$ cat config.mk
export PLATFORM = sky130hd
export DESIGN_NAME = ast_top
export DESIGN_NICKNAME = d
export VERILOG_FILES = /design/src/design/ast_pkg.sv /design/src/design/ast_fifo_if.sv /design/src/design/ast_fifo.sv /design/src/design/ast_rx.sv /design/src/design/ast_top.sv
export SDC_FILE = /design/constraint.sdc
export NUM_CORES = 2
export LEC_CHECK = 0
export ABC_AREA = 1
export BUFFER_PORTS_ARGS = -buffer_cell sky130_fd_sc_hd__buf_2
export CORE_MARGIN = 10
export CORE_UTILIZATION = 32
export CTS_BUF_LIST = sky130_fd_sc_hd__clkbuf_4 sky130_fd_sc_hd__clkbuf_8
export CTS_CLUSTER_DIAMETER = 120
export DETAILED_ROUTE_END_ITERATION = 10
export GPL_ROUTABILITY_DRIVEN = 0
export SLEW_MARGIN = 20
export SYNTH_ARGS = -nofsm -noshare
export SYNTH_HDL_FRONTEND = slang
export SYNTH_SLANG_ARGS = --single-unit
$ cat constraint.sdc
create_clock -name pclk -period 6.8 [get_ports pclk]
set_clock_uncertainty 0.15 [all_clocks]
set_input_delay 0.68 -clock pclk [delete_from_list [all_inputs] [get_ports pclk]]
set_output_delay 0.68 -clock pclk [all_outputs]
set_load 0.01 [all_outputs]
$ cat src/design/ast_pkg.sv
/*
 * shared constants, register map and types of the async serial transceiver.
 * assumes a single pclk domain; all users import the whole package.
 */
package ast_pkg;
	// ==================================================
	// clocking and sizes
	localparam int OVERSAMPLE    = 16;
	localparam int TX_W          = 8;
	localparam int RX_W          = 11;
	localparam int TX_DEPTH      = 36;
	localparam int RX_DEPTH      = 36;
	localparam int RTS_MARGIN    = 4;
	localparam int TIMEOUT_CHARS = 4;
	localparam int CHAR_BITS     = 11;
	localparam int TIMEOUT_TICKS = TIMEOUT_CHARS * CHAR_BITS * OVERSAMPLE;
	localparam int TMO_W         = 10;
	localparam int AB_W          = 20;
	localparam int AB_SHIFT      = 4;
	localparam logic [3:0] SUB_MID   = 4'h7;
	localparam logic [3:0] SUB_LAST  = 4'hf;
	localparam logic [3:0] IR_NARROW = 4'h3;
	localparam logic [3:0] IR_WIDE   = 4'h4;
	localparam logic [2:0] BIT_BASE  = 3'h4;
	localparam logic [1:0] WLEN_MAX  = 2'h3;
	localparam int BRK_BIT = 10;
	localparam int FRM_BIT = 9;
	localparam int PAR_BIT = 8;
	// ==================================================
	// register map (byte addresses)
	localparam logic [7:0] OFF_DATA    = 8'h00;
	localparam logic [7:0] OFF_CTRL    = 8'h04;
	localparam logic [7:0] OFF_DIV     = 8'h08;
	localparam logic [7:0] OFF_STATUS  = 8'h0c;
	localparam logic [7:0] OFF_INT_ST  = 8'h10;
	localparam logic [7:0] OFF_INT_CLR = 8'h14;
	localparam logic [7:0] OFF_INT_EN  = 8'h18;
	localparam logic [15:0] DIV_RESET  = 16'h0001;
	// ==================================================
	// events and interrupt identity codes
	localparam int EV_RXERR   = 0;
	localparam int EV_RXDATA  = 1;
	localparam int EV_TMO     = 2;
	localparam int EV_TXEMPTY = 3;
	localparam int EV_MODEM   = 4;
	localparam int EV_W       = 5;
	localparam logic [2:0] ID_NONE    = 3'h0;
	localparam logic [2:0] ID_RXERR   = 3'h1;
	localparam logic [2:0] ID_RXDATA  = 3'h2;
	localparam logic [2:0] ID_TMO     = 3'h3;
	localparam logic [2:0] ID_TXEMPTY = 3'h4;
	localparam logic [2:0] ID_MODEM   = 3'h5;
	// ==================================================
	// control register layout, msb first
	typedef struct packed {
		logic       flow_en;
		logic       autobaud;
		logic       ir_wide;
		logic       ir_en;
		logic       loopback;
		logic       fifo_mode;
		logic       even_par;
		logic       par_en;
		logic       stop2;
		logic [1:0] wlen;
	} ast_ctrl_type;
	localparam ast_ctrl_type CTRL_RESET = 11'h003; // 8 bits, no parity, legacy mode
	// ==================================================
	// helpers shared by transmitter and receiver
	function automatic logic [2:0] ast_last_bit(input logic [1:0] wlen);
		return BIT_BASE + {1'b0, wlen};
	endfunction
	function automatic logic ast_parity(input logic [7:0] d, input logic [1:0] wlen, input logic even);
		logic [7:0] m;
		m = 8'hff >> (WLEN_MAX - wlen);
		return (^(d & m)) ^ ~even;
	endfunction
endpackage

$ cat src/design/ast_fifo_if.sv
/*
 * push/pop handshake bundle between the transceiver and its queues.
 * assumes both sides run on the same clock.
 */
`timescale 1ns/1ps
interface ast_fifo_if #(
	parameter int W     = 8,
	parameter int DEPTH = 36
);
	logic                       push_valid;
	logic                       push_ready;
	logic [W-1:0]               push_data;
	logic                       pop_valid;
	logic                       pop_ready;
	logic [W-1:0]               pop_data;
	logic [$clog2(DEPTH+1)-1:0] count;
	modport store (input push_valid, push_data, pop_ready, output push_ready, pop_valid, pop_data, count);
	modport user (output push_valid, push_data, pop_ready, input push_ready, pop_valid, pop_data, count);
endinterface

$ cat src/design/ast_fifo.sv
/*
 * first-in first-out queue with valid/ready on both sides.
 * assumes the interface instance carries the same width and depth.
 */
`timescale 1ns/1ps
module ast_fifo #(
	parameter int W     = 8,
	parameter int DEPTH = 36
) (
	input wire logic pclk,
	input wire logic presetn,
	ast_fifo_if.store f
);
	import ast_pkg::*;
	localparam int PW = $clog2(DEPTH);
	localparam int CW = $clog2(DEPTH + 1);
	typedef struct packed {
		logic [DEPTH-1:0][W-1:0] mem;
		logic [PW-1:0]           rd;
		logic [PW-1:0]           wr;
		logic [CW-1:0]           cnt;
	} ast_fifo_state_type;
	ast_fifo_state_type q;
	ast_fifo_state_type n;
	logic push;
	logic pop;

	function automatic logic [PW-1:0] wrap(input logic [PW-1:0] p);
		return (p == PW'(DEPTH - 1)) ? '0 : p + PW'(1);
	endfunction

	// ==================================================
	// handshake and next state; a full queue refuses, never overwrites
	assign f.push_ready = (q.cnt != CW'(DEPTH));
	assign f.pop_valid  = (q.cnt != '0);
	assign f.pop_data   = q.mem[q.rd];
	assign f.count      = q.cnt;
	assign push         = f.push_valid & f.push_ready;
	assign pop          = f.pop_valid & f.pop_ready;

	always_comb
	begin
		n = q;
		if (push)
		begin
			n.mem[q.wr] = f.push_data;
			n.wr = wrap(q.wr);
		end
		if (pop)
			n.rd = wrap(q.rd);
		n.cnt = q.cnt + CW'(push) - CW'(pop);
	end

	always_ff @(posedge pclk or negedge presetn)
	begin
		if (!presetn)
			q <= '0;
		else
			q <= n;
	end
endmodule

$ cat src/design/ast_rx.sv
/*
 * receiver: oversampling start detection, data, parity and stop sampling.
 * assumes tick pulses at sixteen times the bit rate and a decoded line.
 */
`timescale 1ns/1ps
module ast_rx (
	input  wire logic                  pclk,
	input  wire logic                  presetn,
	input  wire logic                  tick,
	input  wire logic                  line,
	input  wire ast_pkg::ast_ctrl_type cfg,
	output logic                       valid,
	output logic [ast_pkg::RX_W-1:0]   entry,
	output logic                       busy
);
	import ast_pkg::*;
	typedef enum logic [4:0] {
		RX_IDLE  = 5'b00001,
		RX_START = 5'b00010,
		RX_DATA  = 5'b00100,
		RX_PAR   = 5'b01000,
		RX_STOP  = 5'b10000
	} ast_rx_state_type;
	typedef struct packed {
		ast_rx_state_type st;
		logic [3:0]       sub;
		logic [2:0]       bitn;
		logic [7:0]       sh;
		logic             perr;
		logic             valid;
		logic [RX_W-1:0]  entry;
	} ast_rx_reg_type;
	ast_rx_reg_type q;
	ast_rx_reg_type n;
	logic [7:0]     data;

	assign data  = q.sh >> (WLEN_MAX - cfg.wlen);
	assign valid = q.valid;
	assign entry = q.entry;
	assign busy  = (q.st != RX_IDLE);

	// ==================================================
	// character framing; each bit is read sixteen ticks after the previous sample, the first sixteen after the mid-start point
	always_comb
	begin
		n = q;
		n.valid = 1'b0;
		case (q.st)
			RX_IDLE:
				if (!line)
				begin
					n.st = RX_START;
					n.sub = '0;
				end
			RX_START:
				if (tick)
				begin
					n.sub = q.sub + 4'h1;
					if (q.sub == SUB_MID)
					begin
						n.sub = '0;
						n.bitn = '0;
						n.perr = 1'b0;
						n.st = line ? RX_IDLE : RX_DATA;
					end
				end
			RX_DATA:
				if (tick)
				begin
					n.sub = q.sub + 4'h1;
					if (q.sub == SUB_LAST)
					begin
						n.sh = {line, q.sh[7:1]};
						n.bitn = q.bitn + 3'h1;
						if (q.bitn == ast_last_bit(cfg.wlen))
							n.st = cfg.par_en ? RX_PAR : RX_STOP;
					end
				end
			RX_PAR:
				if (tick)
				begin
					n.sub = q.sub + 4'h1;
					if (q.sub == SUB_LAST)
					begin
						n.perr = line ^ ast_parity(data, cfg.wlen, cfg.even_par);
						n.st = RX_STOP;
					end
				end
			RX_STOP:
				if (tick)
				begin
					n.sub = q.sub + 4'h1;
					if (q.sub == SUB_LAST)
					begin
						n.valid = 1'b1;
						n.entry[7:0] = data;
						n.entry[PAR_BIT] = q.perr;
						n.entry[FRM_BIT] = ~line;
						n.entry[BRK_BIT] = ~line & (data == '0);
						n.st = RX_IDLE;
					end
				end
			default:
				n.st = RX_IDLE;
		endcase
	end

	always_ff @(posedge pclk or negedge presetn)
	begin
		if (!presetn)
			q <= '{st: RX_IDLE, default: '0};
		else
			q <= n;
	end
endmodule

$ cat src/design/ast_top.sv
/*
 * async serial transceiver: apb registers, transmitter, queues, dma requests,
 * baud detection, receive timeout, modem lines, loopback and infrared coding.
 * assumes apb master on pclk, and serial and modem pins synchronous to pclk.
 */
// Operation
// Separate sections send bytes serially and turn received characters back into bytes.
// Every character carries a start bit before and stop bits after its data bits.
// With parity on, a parity bit is sent and a received mismatch is flagged.
// Data length is five to eight bits, parity optional, one or two stop bits.
// Reset selects the legacy one-deep mode; a queued mode is the other.
// One bit lasts sixteen ticks divided from the device clock.
// The transmit queue holds 36 bytes.
// A receive entry holds the byte in bits 7..0 and break, framing, parity flags in bits 10, 9, 8.
// Transmit and receive each have a dma request handshake.
// The bit rate can be measured from the received start bit and loaded into the divider.
// Received data left unread on a quiet line raises a timeout event.
// With flow control on, rts follows receive space and a high cts_n holds off transmit; rts_n rises at 32 queued entries, never reached in legacy mode.
// Modem inputs are readable and any change raises an event.
// In infrared mode a zero is a pulse of three or four sixteenths of a bit, decoded likewise.
// Loopback feeds the transmit line into the receiver and parks the pins.
// The highest pending source is reported: errors, data or timeout, tx empty, modem.
// Rx oversamples by sixteen, checks the start mid-bit, then samples bit centres.
`timescale 1ns/1ps
module ast_top (
	input  wire logic        pclk,
	input  wire logic        presetn,
	input  wire logic [7:0]  paddr,
	input  wire logic        psel,
	input  wire logic        penable,
	input  wire logic        pwrite,
	input  wire logic [31:0] pwdata,
	output logic [31:0]      prdata,
	output logic             pready,
	output logic             pslverr,
	output logic             txd,
	input  wire logic        rxd,
	output logic             rts_n,
	input  wire logic        cts_n,
	input  wire logic        dsr_n,
	input  wire logic        dcd_n,
	input  wire logic        ri_n,
	output logic             irq,
	output logic             tx_dma_req,
	input  wire logic        tx_dma_ack,
	input  wire logic [7:0]  tx_dma_data,
	output logic             rx_dma_req,
	input  wire logic        rx_dma_ack,
	output logic [10:0]      rx_dma_data
);
	import ast_pkg::*;
	typedef enum logic [4:0] {
		TX_IDLE  = 5'b00001,
		TX_START = 5'b00010,
		TX_DATA  = 5'b00100,
		TX_PAR   = 5'b01000,
		TX_STOP  = 5'b10000
	} ast_tx_state_type;
	typedef struct packed {
		ast_ctrl_type     ctrl;
		logic [15:0]      div;
		logic [EV_W-1:0]  ist;
		logic [EV_W-1:0]  ien;
		logic [3:0]       modem;
		logic [15:0]      tick_cnt;
		ast_tx_state_type tx_st;
		logic [3:0]       tx_sub;
		logic [2:0]       tx_bit;
		logic [7:0]       tx_sh;
		logic             tx_par;
		logic             tx_level;
		logic             tx_second;
		logic [3:0]       ir_cnt;
		logic [TMO_W-1:0] tmo_cnt;
		logic             ab_meas;
		logic [AB_W-1:0]  ab_cnt;
		logic [31:0]      prdata;
	} ast_top_state_type;
	ast_top_state_type q;
	ast_top_state_type n;

	ast_fifo_if #(.W(TX_W), .DEPTH(TX_DEPTH)) txf ();
	ast_fifo_if #(.W(RX_W), .DEPTH(RX_DEPTH)) rxf ();

	logic            tick;
	logic            wr;
	logic            rd;
	logic            tx_room;
	logic            rx_room;
	logic            tx_go;
	logic            tx_done;
	logic            ir_pulse;
	logic            line_out;
	logic            src;
	logic            line;
	logic            rx_valid;
	logic [RX_W-1:0] rx_entry;
	logic            rx_busy;
	logic [3:0]      modem_now;
	logic [EV_W-1:0] ev;
	logic [EV_W-1:0] clr;

	function automatic logic mapped(input logic [7:0] a);
		return a == OFF_DATA || a == OFF_CTRL || a == OFF_DIV || a == OFF_STATUS ||
			a == OFF_INT_ST || a == OFF_INT_CLR || a == OFF_INT_EN;
	endfunction

	function automatic logic [2:0] int_id(input logic [EV_W-1:0] p);
		if (p[EV_RXERR])
			return ID_RXERR;
		else if (p[EV_RXDATA])
			return ID_RXDATA;
		else if (p[EV_TMO])
			return ID_TMO;
		else if (p[EV_TXEMPTY])
			return ID_TXEMPTY;
		else if (p[EV_MODEM])
			return ID_MODEM;
		return ID_NONE;
	endfunction

	// ==================================================
	// queues and receiver
	ast_fifo #(.W(TX_W), .DEPTH(TX_DEPTH)) u_txq (.pclk(pclk), .presetn(presetn), .f(txf));
	ast_fifo #(.W(RX_W), .DEPTH(RX_DEPTH)) u_rxq (.pclk(pclk), .presetn(presetn), .f(rxf));
	ast_rx u_rx (
		.pclk    (pclk),
		.presetn (presetn),
		.tick    (tick),
		.line    (line),
		.cfg     (q.ctrl),
		.valid   (rx_valid),
		.entry   (rx_entry),
		.busy    (rx_busy)
	);

	// ==================================================
	// apb: zero wait states, read data latched in the setup cycle
	assign pready  = 1'b1;
	assign pslverr = psel & penable & ~mapped(paddr);
	assign prdata  = q.prdata;
	assign wr      = psel & penable & pwrite;
	assign rd      = psel & penable & ~pwrite;

	// legacy mode behaves as a single holding register in each direction
	assign tx_room = q.ctrl.fifo_mode ? txf.push_ready : (txf.count == '0);
	assign rx_room = q.ctrl.fifo_mode ? rxf.push_ready : (rxf.count == '0);

	// queue traffic; a cpu write and a dma ack in one cycle keep the dma byte
	assign txf.push_valid = ((wr & (paddr == OFF_DATA)) | tx_dma_ack) & tx_room;
	assign txf.push_data  = tx_dma_ack ? tx_dma_data : pwdata[TX_W-1:0];
	assign rxf.push_valid = rx_valid & rx_room;
	assign rxf.push_data  = rx_entry;
	assign rxf.pop_ready  = (rd & (paddr == OFF_DATA)) | rx_dma_ack;
	assign tx_dma_req     = tx_room;
	assign rx_dma_req     = rxf.pop_valid;
	assign rx_dma_data    = rxf.pop_data;

	// ==================================================
	// bit clock, line coding, loopback and pins
	assign tick      = (q.tick_cnt == '0);
	assign tx_go     = (q.tx_st == TX_IDLE) & tick & txf.pop_valid & ~(q.ctrl.flow_en & cts_n);
	assign txf.pop_ready = tx_go;
	assign tx_done   = tick & (q.tx_st == TX_STOP) & (q.tx_sub == SUB_LAST) & (q.tx_second | ~q.ctrl.stop2);
	assign ir_pulse  = ~q.tx_level & (q.tx_sub < (q.ctrl.ir_wide ? IR_WIDE : IR_NARROW));
	assign line_out  = q.ctrl.ir_en ? ir_pulse : q.tx_level;
	assign txd       = q.ctrl.loopback ? ~q.ctrl.ir_en : line_out;
	assign src       = q.ctrl.loopback ? line_out : rxd;
	assign line      = q.ctrl.ir_en ? ~(src | (q.ir_cnt != '0)) : src;
	assign rts_n     = q.ctrl.loopback | (q.ctrl.flow_en & (rxf.count >= 6'(RX_DEPTH - RTS_MARGIN)));
	assign modem_now = {cts_n, dsr_n, dcd_n, ri_n};
	assign irq       = |(q.ist & q.ien);

	// events; an event in the clearing cycle stays set
	assign ev[EV_RXERR]   = rx_valid & ((|rx_entry[BRK_BIT:PAR_BIT]) | ~rx_room);
	assign ev[EV_RXDATA]  = rx_valid & rx_room;
	assign ev[EV_TMO]     = tick & (q.tmo_cnt == TMO_W'(TIMEOUT_TICKS - 1));
	assign ev[EV_TXEMPTY] = tx_done & ~txf.pop_valid;
	assign ev[EV_MODEM]   = (modem_now != q.modem);
	assign clr = (wr & (paddr == OFF_INT_CLR)) ? pwdata[EV_W-1:0] : '0;

	// ==================================================
	// next state
	always_comb
	begin
		n = q;
		n.modem = modem_now;
		n.ist = (q.ist & ~clr) | ev;
		n.tick_cnt = tick ? q.div - 16'h0001 : q.tick_cnt - 16'h0001;
		// register writes and read capture
		if (wr)
		begin
			case (paddr)
				OFF_CTRL:   n.ctrl = pwdata[$bits(ast_ctrl_type)-1:0];
				OFF_DIV:    n.div = (pwdata[15:0] == '0) ? DIV_RESET : pwdata[15:0];
				OFF_INT_EN: n.ien = pwdata[EV_W-1:0];
				default:    n.ien = q.ien;
			endcase
		end
		if (psel & ~penable)
		begin
			case (paddr)
				OFF_DATA:   n.prdata = 32'(rxf.pop_data);
				OFF_CTRL:   n.prdata = 32'(q.ctrl);
				OFF_DIV:    n.prdata = 32'(q.div);
				OFF_STATUS: n.prdata = 32'({int_id(q.ist & q.ien), q.ab_meas, ~modem_now,
					q.tx_st != TX_IDLE, txf.count, rxf.count});
				OFF_INT_ST: n.prdata = 32'(q.ist);
				OFF_INT_EN: n.prdata = 32'(q.ien);
				default:    n.prdata = '0;
			endcase
		end
		// transmitter: sixteen ticks per bit
		if (tx_go)
		begin
			n.tx_st = TX_START;
			n.tx_sh = txf.pop_data;
			n.tx_par = ast_parity(txf.pop_data, q.ctrl.wlen, q.ctrl.even_par);
			n.tx_level = 1'b0;
			n.tx_sub = '0;
			n.tx_second = 1'b0;
		end
		else if (tick & (q.tx_st != TX_IDLE))
		begin
			n.tx_sub = q.tx_sub + 4'h1;
			if (q.tx_sub == SUB_LAST)
			begin
				case (q.tx_st)
					TX_START:
					begin
						n.tx_st = TX_DATA;
						n.tx_bit = '0;
						n.tx_level = q.tx_sh[0];
					end
					TX_DATA:
					begin
						n.tx_bit = q.tx_bit + 3'h1;
						n.tx_sh = q.tx_sh >> 1;
						n.tx_level = q.tx_sh[1];
						if (q.tx_bit == ast_last_bit(q.ctrl.wlen))
						begin
							n.tx_st = q.ctrl.par_en ? TX_PAR : TX_STOP;
							n.tx_level = q.ctrl.par_en ? q.tx_par : 1'b1;
						end
					end
					TX_PAR:
					begin
						n.tx_st = TX_STOP;
						n.tx_level = 1'b1;
					end
					TX_STOP:
					begin
						n.tx_second = 1'b1;
						if (tx_done)
							n.tx_st = TX_IDLE;
					end
					default:
						n.tx_st = TX_IDLE;
				endcase
			end
		end
		// infrared receive: stretch each pulse to about one bit
		if (src)
			n.ir_cnt = SUB_LAST;
		else if (tick & (q.ir_cnt != '0))
			n.ir_cnt = q.ir_cnt - 4'h1;
		// receive timeout counts quiet ticks while data waits
		if (rx_busy | rx_valid | ~rxf.pop_valid | rxf.pop_ready)
			n.tmo_cnt = '0;
		else if (tick & (q.tmo_cnt != TMO_W'(TIMEOUT_TICKS)))
			n.tmo_cnt = q.tmo_cnt + TMO_W'(1);
		// baud detection measures one low start bit in pclk cycles
		if (q.ctrl.autobaud & ~q.ab_meas & ~line)
		begin
			n.ab_meas = 1'b1;
			n.ab_cnt = '0;
		end
		else if (q.ab_meas)
		begin
			n.ab_cnt = q.ab_cnt + AB_W'(1);
			if (line)
			begin
				n.ab_meas = 1'b0;
				n.ctrl.autobaud = 1'b0;
				n.div = 16'(q.ab_cnt >> AB_SHIFT);
				if (n.div == '0)
					n.div = DIV_RESET;
			end
		end
	end

	always_ff @(posedge pclk or negedge presetn)
	begin
		if (!presetn)
			q <= '{ctrl: CTRL_RESET, div: DIV_RESET, tx_st: TX_IDLE, tx_level: 1'b1,
				modem: 4'hf, default: '0};
		else
			q <= n;
	end
endmodule

# Yosys cells after proc, flatten, opt, wreduce, memory -nomap -nowiden
# Index checks and enable logic that the tools add are counted.
# word_totals
output_inout_bits	50
regBits	900
# classes
n_mux	97
eq_ne	44
reduce_logical	47
n_shift	2
add_sub_neg	19
n_bitwise	66
magnitude_cmp	8
# ops
cell	count
$bwmux 396	1
$bwmux 288	1
$pmux 21 s6	1
$mux 16	7
$bmux 11 s6	1
$demux 11 s6	1
$mux 12	5
$bmux 8 s6	1
$demux 8 s6	1
$logic_not 16->1	3
$mux 5	9
$mux 11	4
$mux 21	2
$mux 20	2
$mux 8	5
$mux 9	4
$and 1x1->1	32
$sub 16x1->16 const B	2
$mux 10	3
$lt 6x7->1 const B	4
$mux 26	1
$pmux 5 s5	1
$add 6x1->6 const B	4
$eq 6x6->1 const B	4
other kinds (68)	184

# Depth between registers and ports, before layout
# logic_depth
word_depth	13
ltp_mapped	22

# Modules after synthesis
# From an unflattened synthesis, not the netlist that was laid out.
# unflattened
cells_unflattened	5839
hier_area_um2	44611.5
# modules_own_cells
module	area_each_um2	instances	cells_per_inst
ast_fifo (u_rxq)	19693.9	1	2560
ast_fifo (u_txq)	14561.5	1	1888
ast_top	8254.2	1	1102
ast_rx	2102.0	1	289

# Worst setup path before layout
# No wires, ideal clock.
# synth_path
kind	flip-flop to flip-flop
start	reg q[85] (netlist name)
end	reg u_txq.q, in the netlist u_txq.f.count[5]
stages_incl_launch_ff	16
setup_time_ps	123
n_path_buf	1
path_slack_ps	3553
required_ps	6527
arrival_ps	2974
cell_sequence	dfstp_2 inv_1 nor4_1 inv_1 nor4_4 clkbuf_1 ha_1 inv_1 ha_1 nand2_1 nor2_1 a211oi_1 nor2_1 o21ai_0 nand2_1 xnor2_1
# synth_rtl
element	line_no	rtl
start: declaration	ast_top.sv:79	ast_top_state_type q;
start signal: assignment	ast_top.sv:295	q <= '{ctrl: CTRL_RESET, div: DIV_RESET, tx_st: TX_IDLE, tx_level: 1'b1,
start signal: assignment	ast_top.sv:298	q <= n;
end signal: assignment	ast_fifo.sv:59	q <= n;
end: declaration	ast_fifo.sv:23	ast_fifo_state_type q;

# Worst setup path after layout
# layout_path
start	reg u_rxq.q[13] (netlist name)
end	out rx_dma_data[4]
# layout_via
elab_chain_cells	2
# layout_lines
element	line_no	rtl
start: declaration	ast_fifo.sv:23	
start signal: assignment	ast_fifo.sv:59	
$bmux 11 s6	ast_fifo.sv:36	assign f.pop_data = q.mem[q.rd];
$mux 11 (implied by the code)	ast_fifo.sv:36	
end: declaration	ast_top.sv:49	output logic [10:0] rx_dma_data
# Every way passes these cells. The select of a mux whose other input is x is not followed.

==> metrics.csv <==
stage,metric,value,unit
status,outcome,completed,
sta,relSlewSlack,27.4,%
cells_and_area,final_nets,5228,
routing,wire_per_inst,17.4,um
synthesis,synthTopCellsByArea,"dfrtp_1 52%, nand2_1 14%, o21ai_0 11%",
worst_setup_path,r2r_cells,10,
global_routing,grt_pass1_wl,193,mm
sta,slew_viol_final,0,
worst_setup_path,arrival,4.51,ns
worst_setup_path,reg2reg_from,u_rxq.q[13],
cts,cts.sinks,889,
cts,clkTransAtPathRegs,0.06,ns
cts,cts-buffers-inserted,156,
floorplan,io_pins,110,
global_routing,grt_start_max_net_pins,170,
worst_setup_path,rrSetupSlack,2.61,ns
routing,ant_nets,0,
floorplan,die_area,146000,um2
synthesis,synth_ff_type,dfrtp_1,
cts,clock-root-buffer,clkbuf_8,
pwr,total_power,13.3,mW
routing,vias,35300,
sta,setup_viol,0,
hold_path,hold_path.class,input pin to register,
worst_setup_path,path_max_fanout,50,
routing,firstDrtPassIters,5,
sta,fin_crit_sh,78.5,%
cts,cts_resized,0,
sta,fmax,187,MHz
global_routing,gr-total-overflow,0,
routing,drt_iter0_drc,3414,
placed_design,hpwl,75.6,mm
synthesis,synth_area_leader_cell,dfrtp_1,
synthesis,syn_area,41900,um2
synthesis,synth_edf_count,0,
pwr,power_density,283,nW/um2
hold_path,holdPathStages,5,
pwr,leakage,21.2,nW
synthesis,synthDominantCellAreaShare,52.5,%
sta,hold_ws,0.105,ns
floorplan,die_h,382,um
hold_path,holdPathEnd,q[132],
worst_setup_path,cp-end-kind,output pin,
cells_and_area,finish.utilization,36.2,%
cells_and_area,fillCellCount,13600,
global_routing,track_usage,16.3,%
worst_setup_path,required,5.97,ns
hold_path,min-delay-start,pwdata[12],
cts,cts_buffer_depth,3,
routing,viasPerCell,5.05,
worst_setup_path,rr_endpoint,prdata[0],
cts,insertion_delay,0.85,ns
cts,h-tree-depth,4,
floorplan,die_w,382,um
floorplan,core_area,130000,um2
cells_and_area,final_layout_size_suffix_gt1_share,9.11,%
sta,tightestPinTransition,1.08,ns
synthesis,synth.avg_cell_area,8.10,um2
run,cap_violations,0,
sta,final-hold-violation-count,0,
global_routing,grt_pass1_vias,33400,
placed_design,portBuffers,81,
routing,drcViolationCount,0,
synthesis,ys_ff_latch,889,
routing,totalWireLength,122,mm
synthesis,synth-seq-area-share,53.1,%
worst_setup_path,setup.worst_path.class,register to output pin,
sta,rsz0062_at_grt,false,
synthesis,async_flop_share,100,%
cts,cts_setup_buffers,0,
synthesis,yosys_warnings,0,
synthesis,synth_cells,5175,
floorplan,num_rows,132,
cells_and_area,area_growth,12.2,%
cts,hold_buffers,13,
sta,tns,0,ns
sta,min_period,5.34,ns
worst_setup_path,critPathLaunchType,register,
global_routing,antenna_found_initial,1,
cts,cts_tree,built,
pwr,vdd_drop_max,0.195,mV
synthesis,post_synth_num_cell_types,59,
floorplan,start_util,32.3,%
-- state kept, by name (all words and copies together) (netlist names) --
name,count
u_txq.f.count,6
q,115
u_txq.q,300
prdata,21
u_rx.entry,11
u_rx.q,21
u_rx.valid,1
u_rxq.q,408
u_rxq.f.count,6
-- worst max-delay path, cell delays in order (launching register included) --
cell and delay [ns]:
dfrtp_4 0.72, inv_2 0.73, buf_4 0.47, buf_4 0.40
o21ai_0 0.14, o22ai_1 0.17, nand2_1 0.09, nand4_1 0.11
nand3_1 0.18, nand2_1 0.37, buf_2 0.22
-- synthesized netlist by cell type, types with 13 or more instances --
cell      instances
xor2_1           35
nand2_1        1512
buf_4            36
nand4_1          31
xnor2_1          16
nor3_1           42
o22ai_1         113
clkbuf_1        253
nand3_1         217
o21ai_0         925
inv_1           258
ha_1             36
o21ai_1         134
nor4_1           13
dfrtp_1         879
a21oi_1          91
nand2_2          16
nor2_1          360
buf_2            57
o211ai_1         19
-- final cells by class --
class / instances / area [um2] / area share (%)
Sequential cell: 889 / 22300 / 47.3
Multi-Input combinational cell: 3667 / 17200 / 36.6
Clock buffer: 243 / 3030 / 6.43
Tap cell: 1742 / 2180 / 4.63
Inverter: 273 / 1030 / 2.19
Timing Repair Buffer: 143 / 996 / 2.12
Clock inverter: 33 / 305 / 0.649
Antenna cell: 1 / 2.50 / 0.00532
-- worst max path at each step --
stage | start | end | slack [ns] | cells after the start
finish | u_rxq.q[13] | rx_dma_data[4] | 1.46 | 10
CTS | u_rxq.q[13] | rx_dma_data[4] | 1.43 | 10
global route | u_rxq.q[13] | rx_dma_data[4] | 1.27 | 10
global placement | u_rxq.q[13] | rx_dma_data[4] | 2.36 | 10
detailed placement | u_rxq.q[13] | rx_dma_data[4] | 2.35 | 10
floorplan | q[85] | u_txq.f.count[5] | 3.55 | 15
-- stage by stage --
step                area (um2)  setup slack, ns  instances
floorplan                42000             3.55       5185
global placement         43500             2.36       6700
detailed placement       43500             2.35       6700
CTS                      47000             1.43       6989
global route             47000             1.27       6991
finish                   47000             1.46       6991
-- per-layer routing --
layer / vias up / GRT usage [%] / wire [um]
met5: - / 0 / 0
met3: 223 / 3.33 / 8360
li1: 17000 / - / -
met2: 1118 / 24.7 / 53800
met4: 0 / 6.00 / 3650
met1: 17000 / 22.8 / 56100
-- cell families after synthesis --
| family | Yosys count | share of synthesized area, % |
|---|---|---|
| buffers and inverters | 629 | 6.14 |
| other | 2 | 0.0179 |
| DFF | 889 | 53.1 |
| AOI/OAI and AO/OA | 1345 | 17.0 |
| xor gates and xnor gates | 51 | 1.07 |
| adders and majority gates | 38 | 1.17 |
| muxes | 2 | 0.0478 |
| and+or+nand+nor | 2219 | 21.5 |
-- layout by cell type, fill, tap and decap left out, types with 12 or more instances in the layout --
| cell type | instances |
|---|---|
| clkbuf_4 | 51 |
| conb_1 | 12 |
| nand4_1 | 31 |
| buf_4 | 43 |
| ha_1 | 36 |
| o22ai_1 | 113 |
| xnor2_1 | 16 |
| nand2_2 | 16 |
| o21ai_0 | 925 |
| xor2_1 | 35 |
| clkbuf_8 | 192 |
| nor2_1 | 360 |
| nor3_1 | 42 |
| o21ai_1 | 126 |
| dfrtp_1 | 876 |
| nand2_1 | 1512 |
| inv_1 | 257 |
| nand3_1 | 217 |
| a21oi_1 | 91 |
| clkinv_2 | 16 |
| nor4_1 | 13 |
| buf_2 | 80 |
| dlygate4sd3_1 | 13 |
| o211ai_1 | 19 |
-- power breakdown --
group / total, mW / internal [mW] / switching [mW] / leakage (nW)
Clock: 5.26 / 2.93 / 2.33 / 1.78
Combinational: 2.43 / 0.702 / 1.73 / 7.42
Sequential: 5.64 / 5.43 / 0.208 / 12.1
Total: 13.3 / 9.06 / 4.27 / 21.2
No activity file was read; power rests on OpenSTA's default activity.
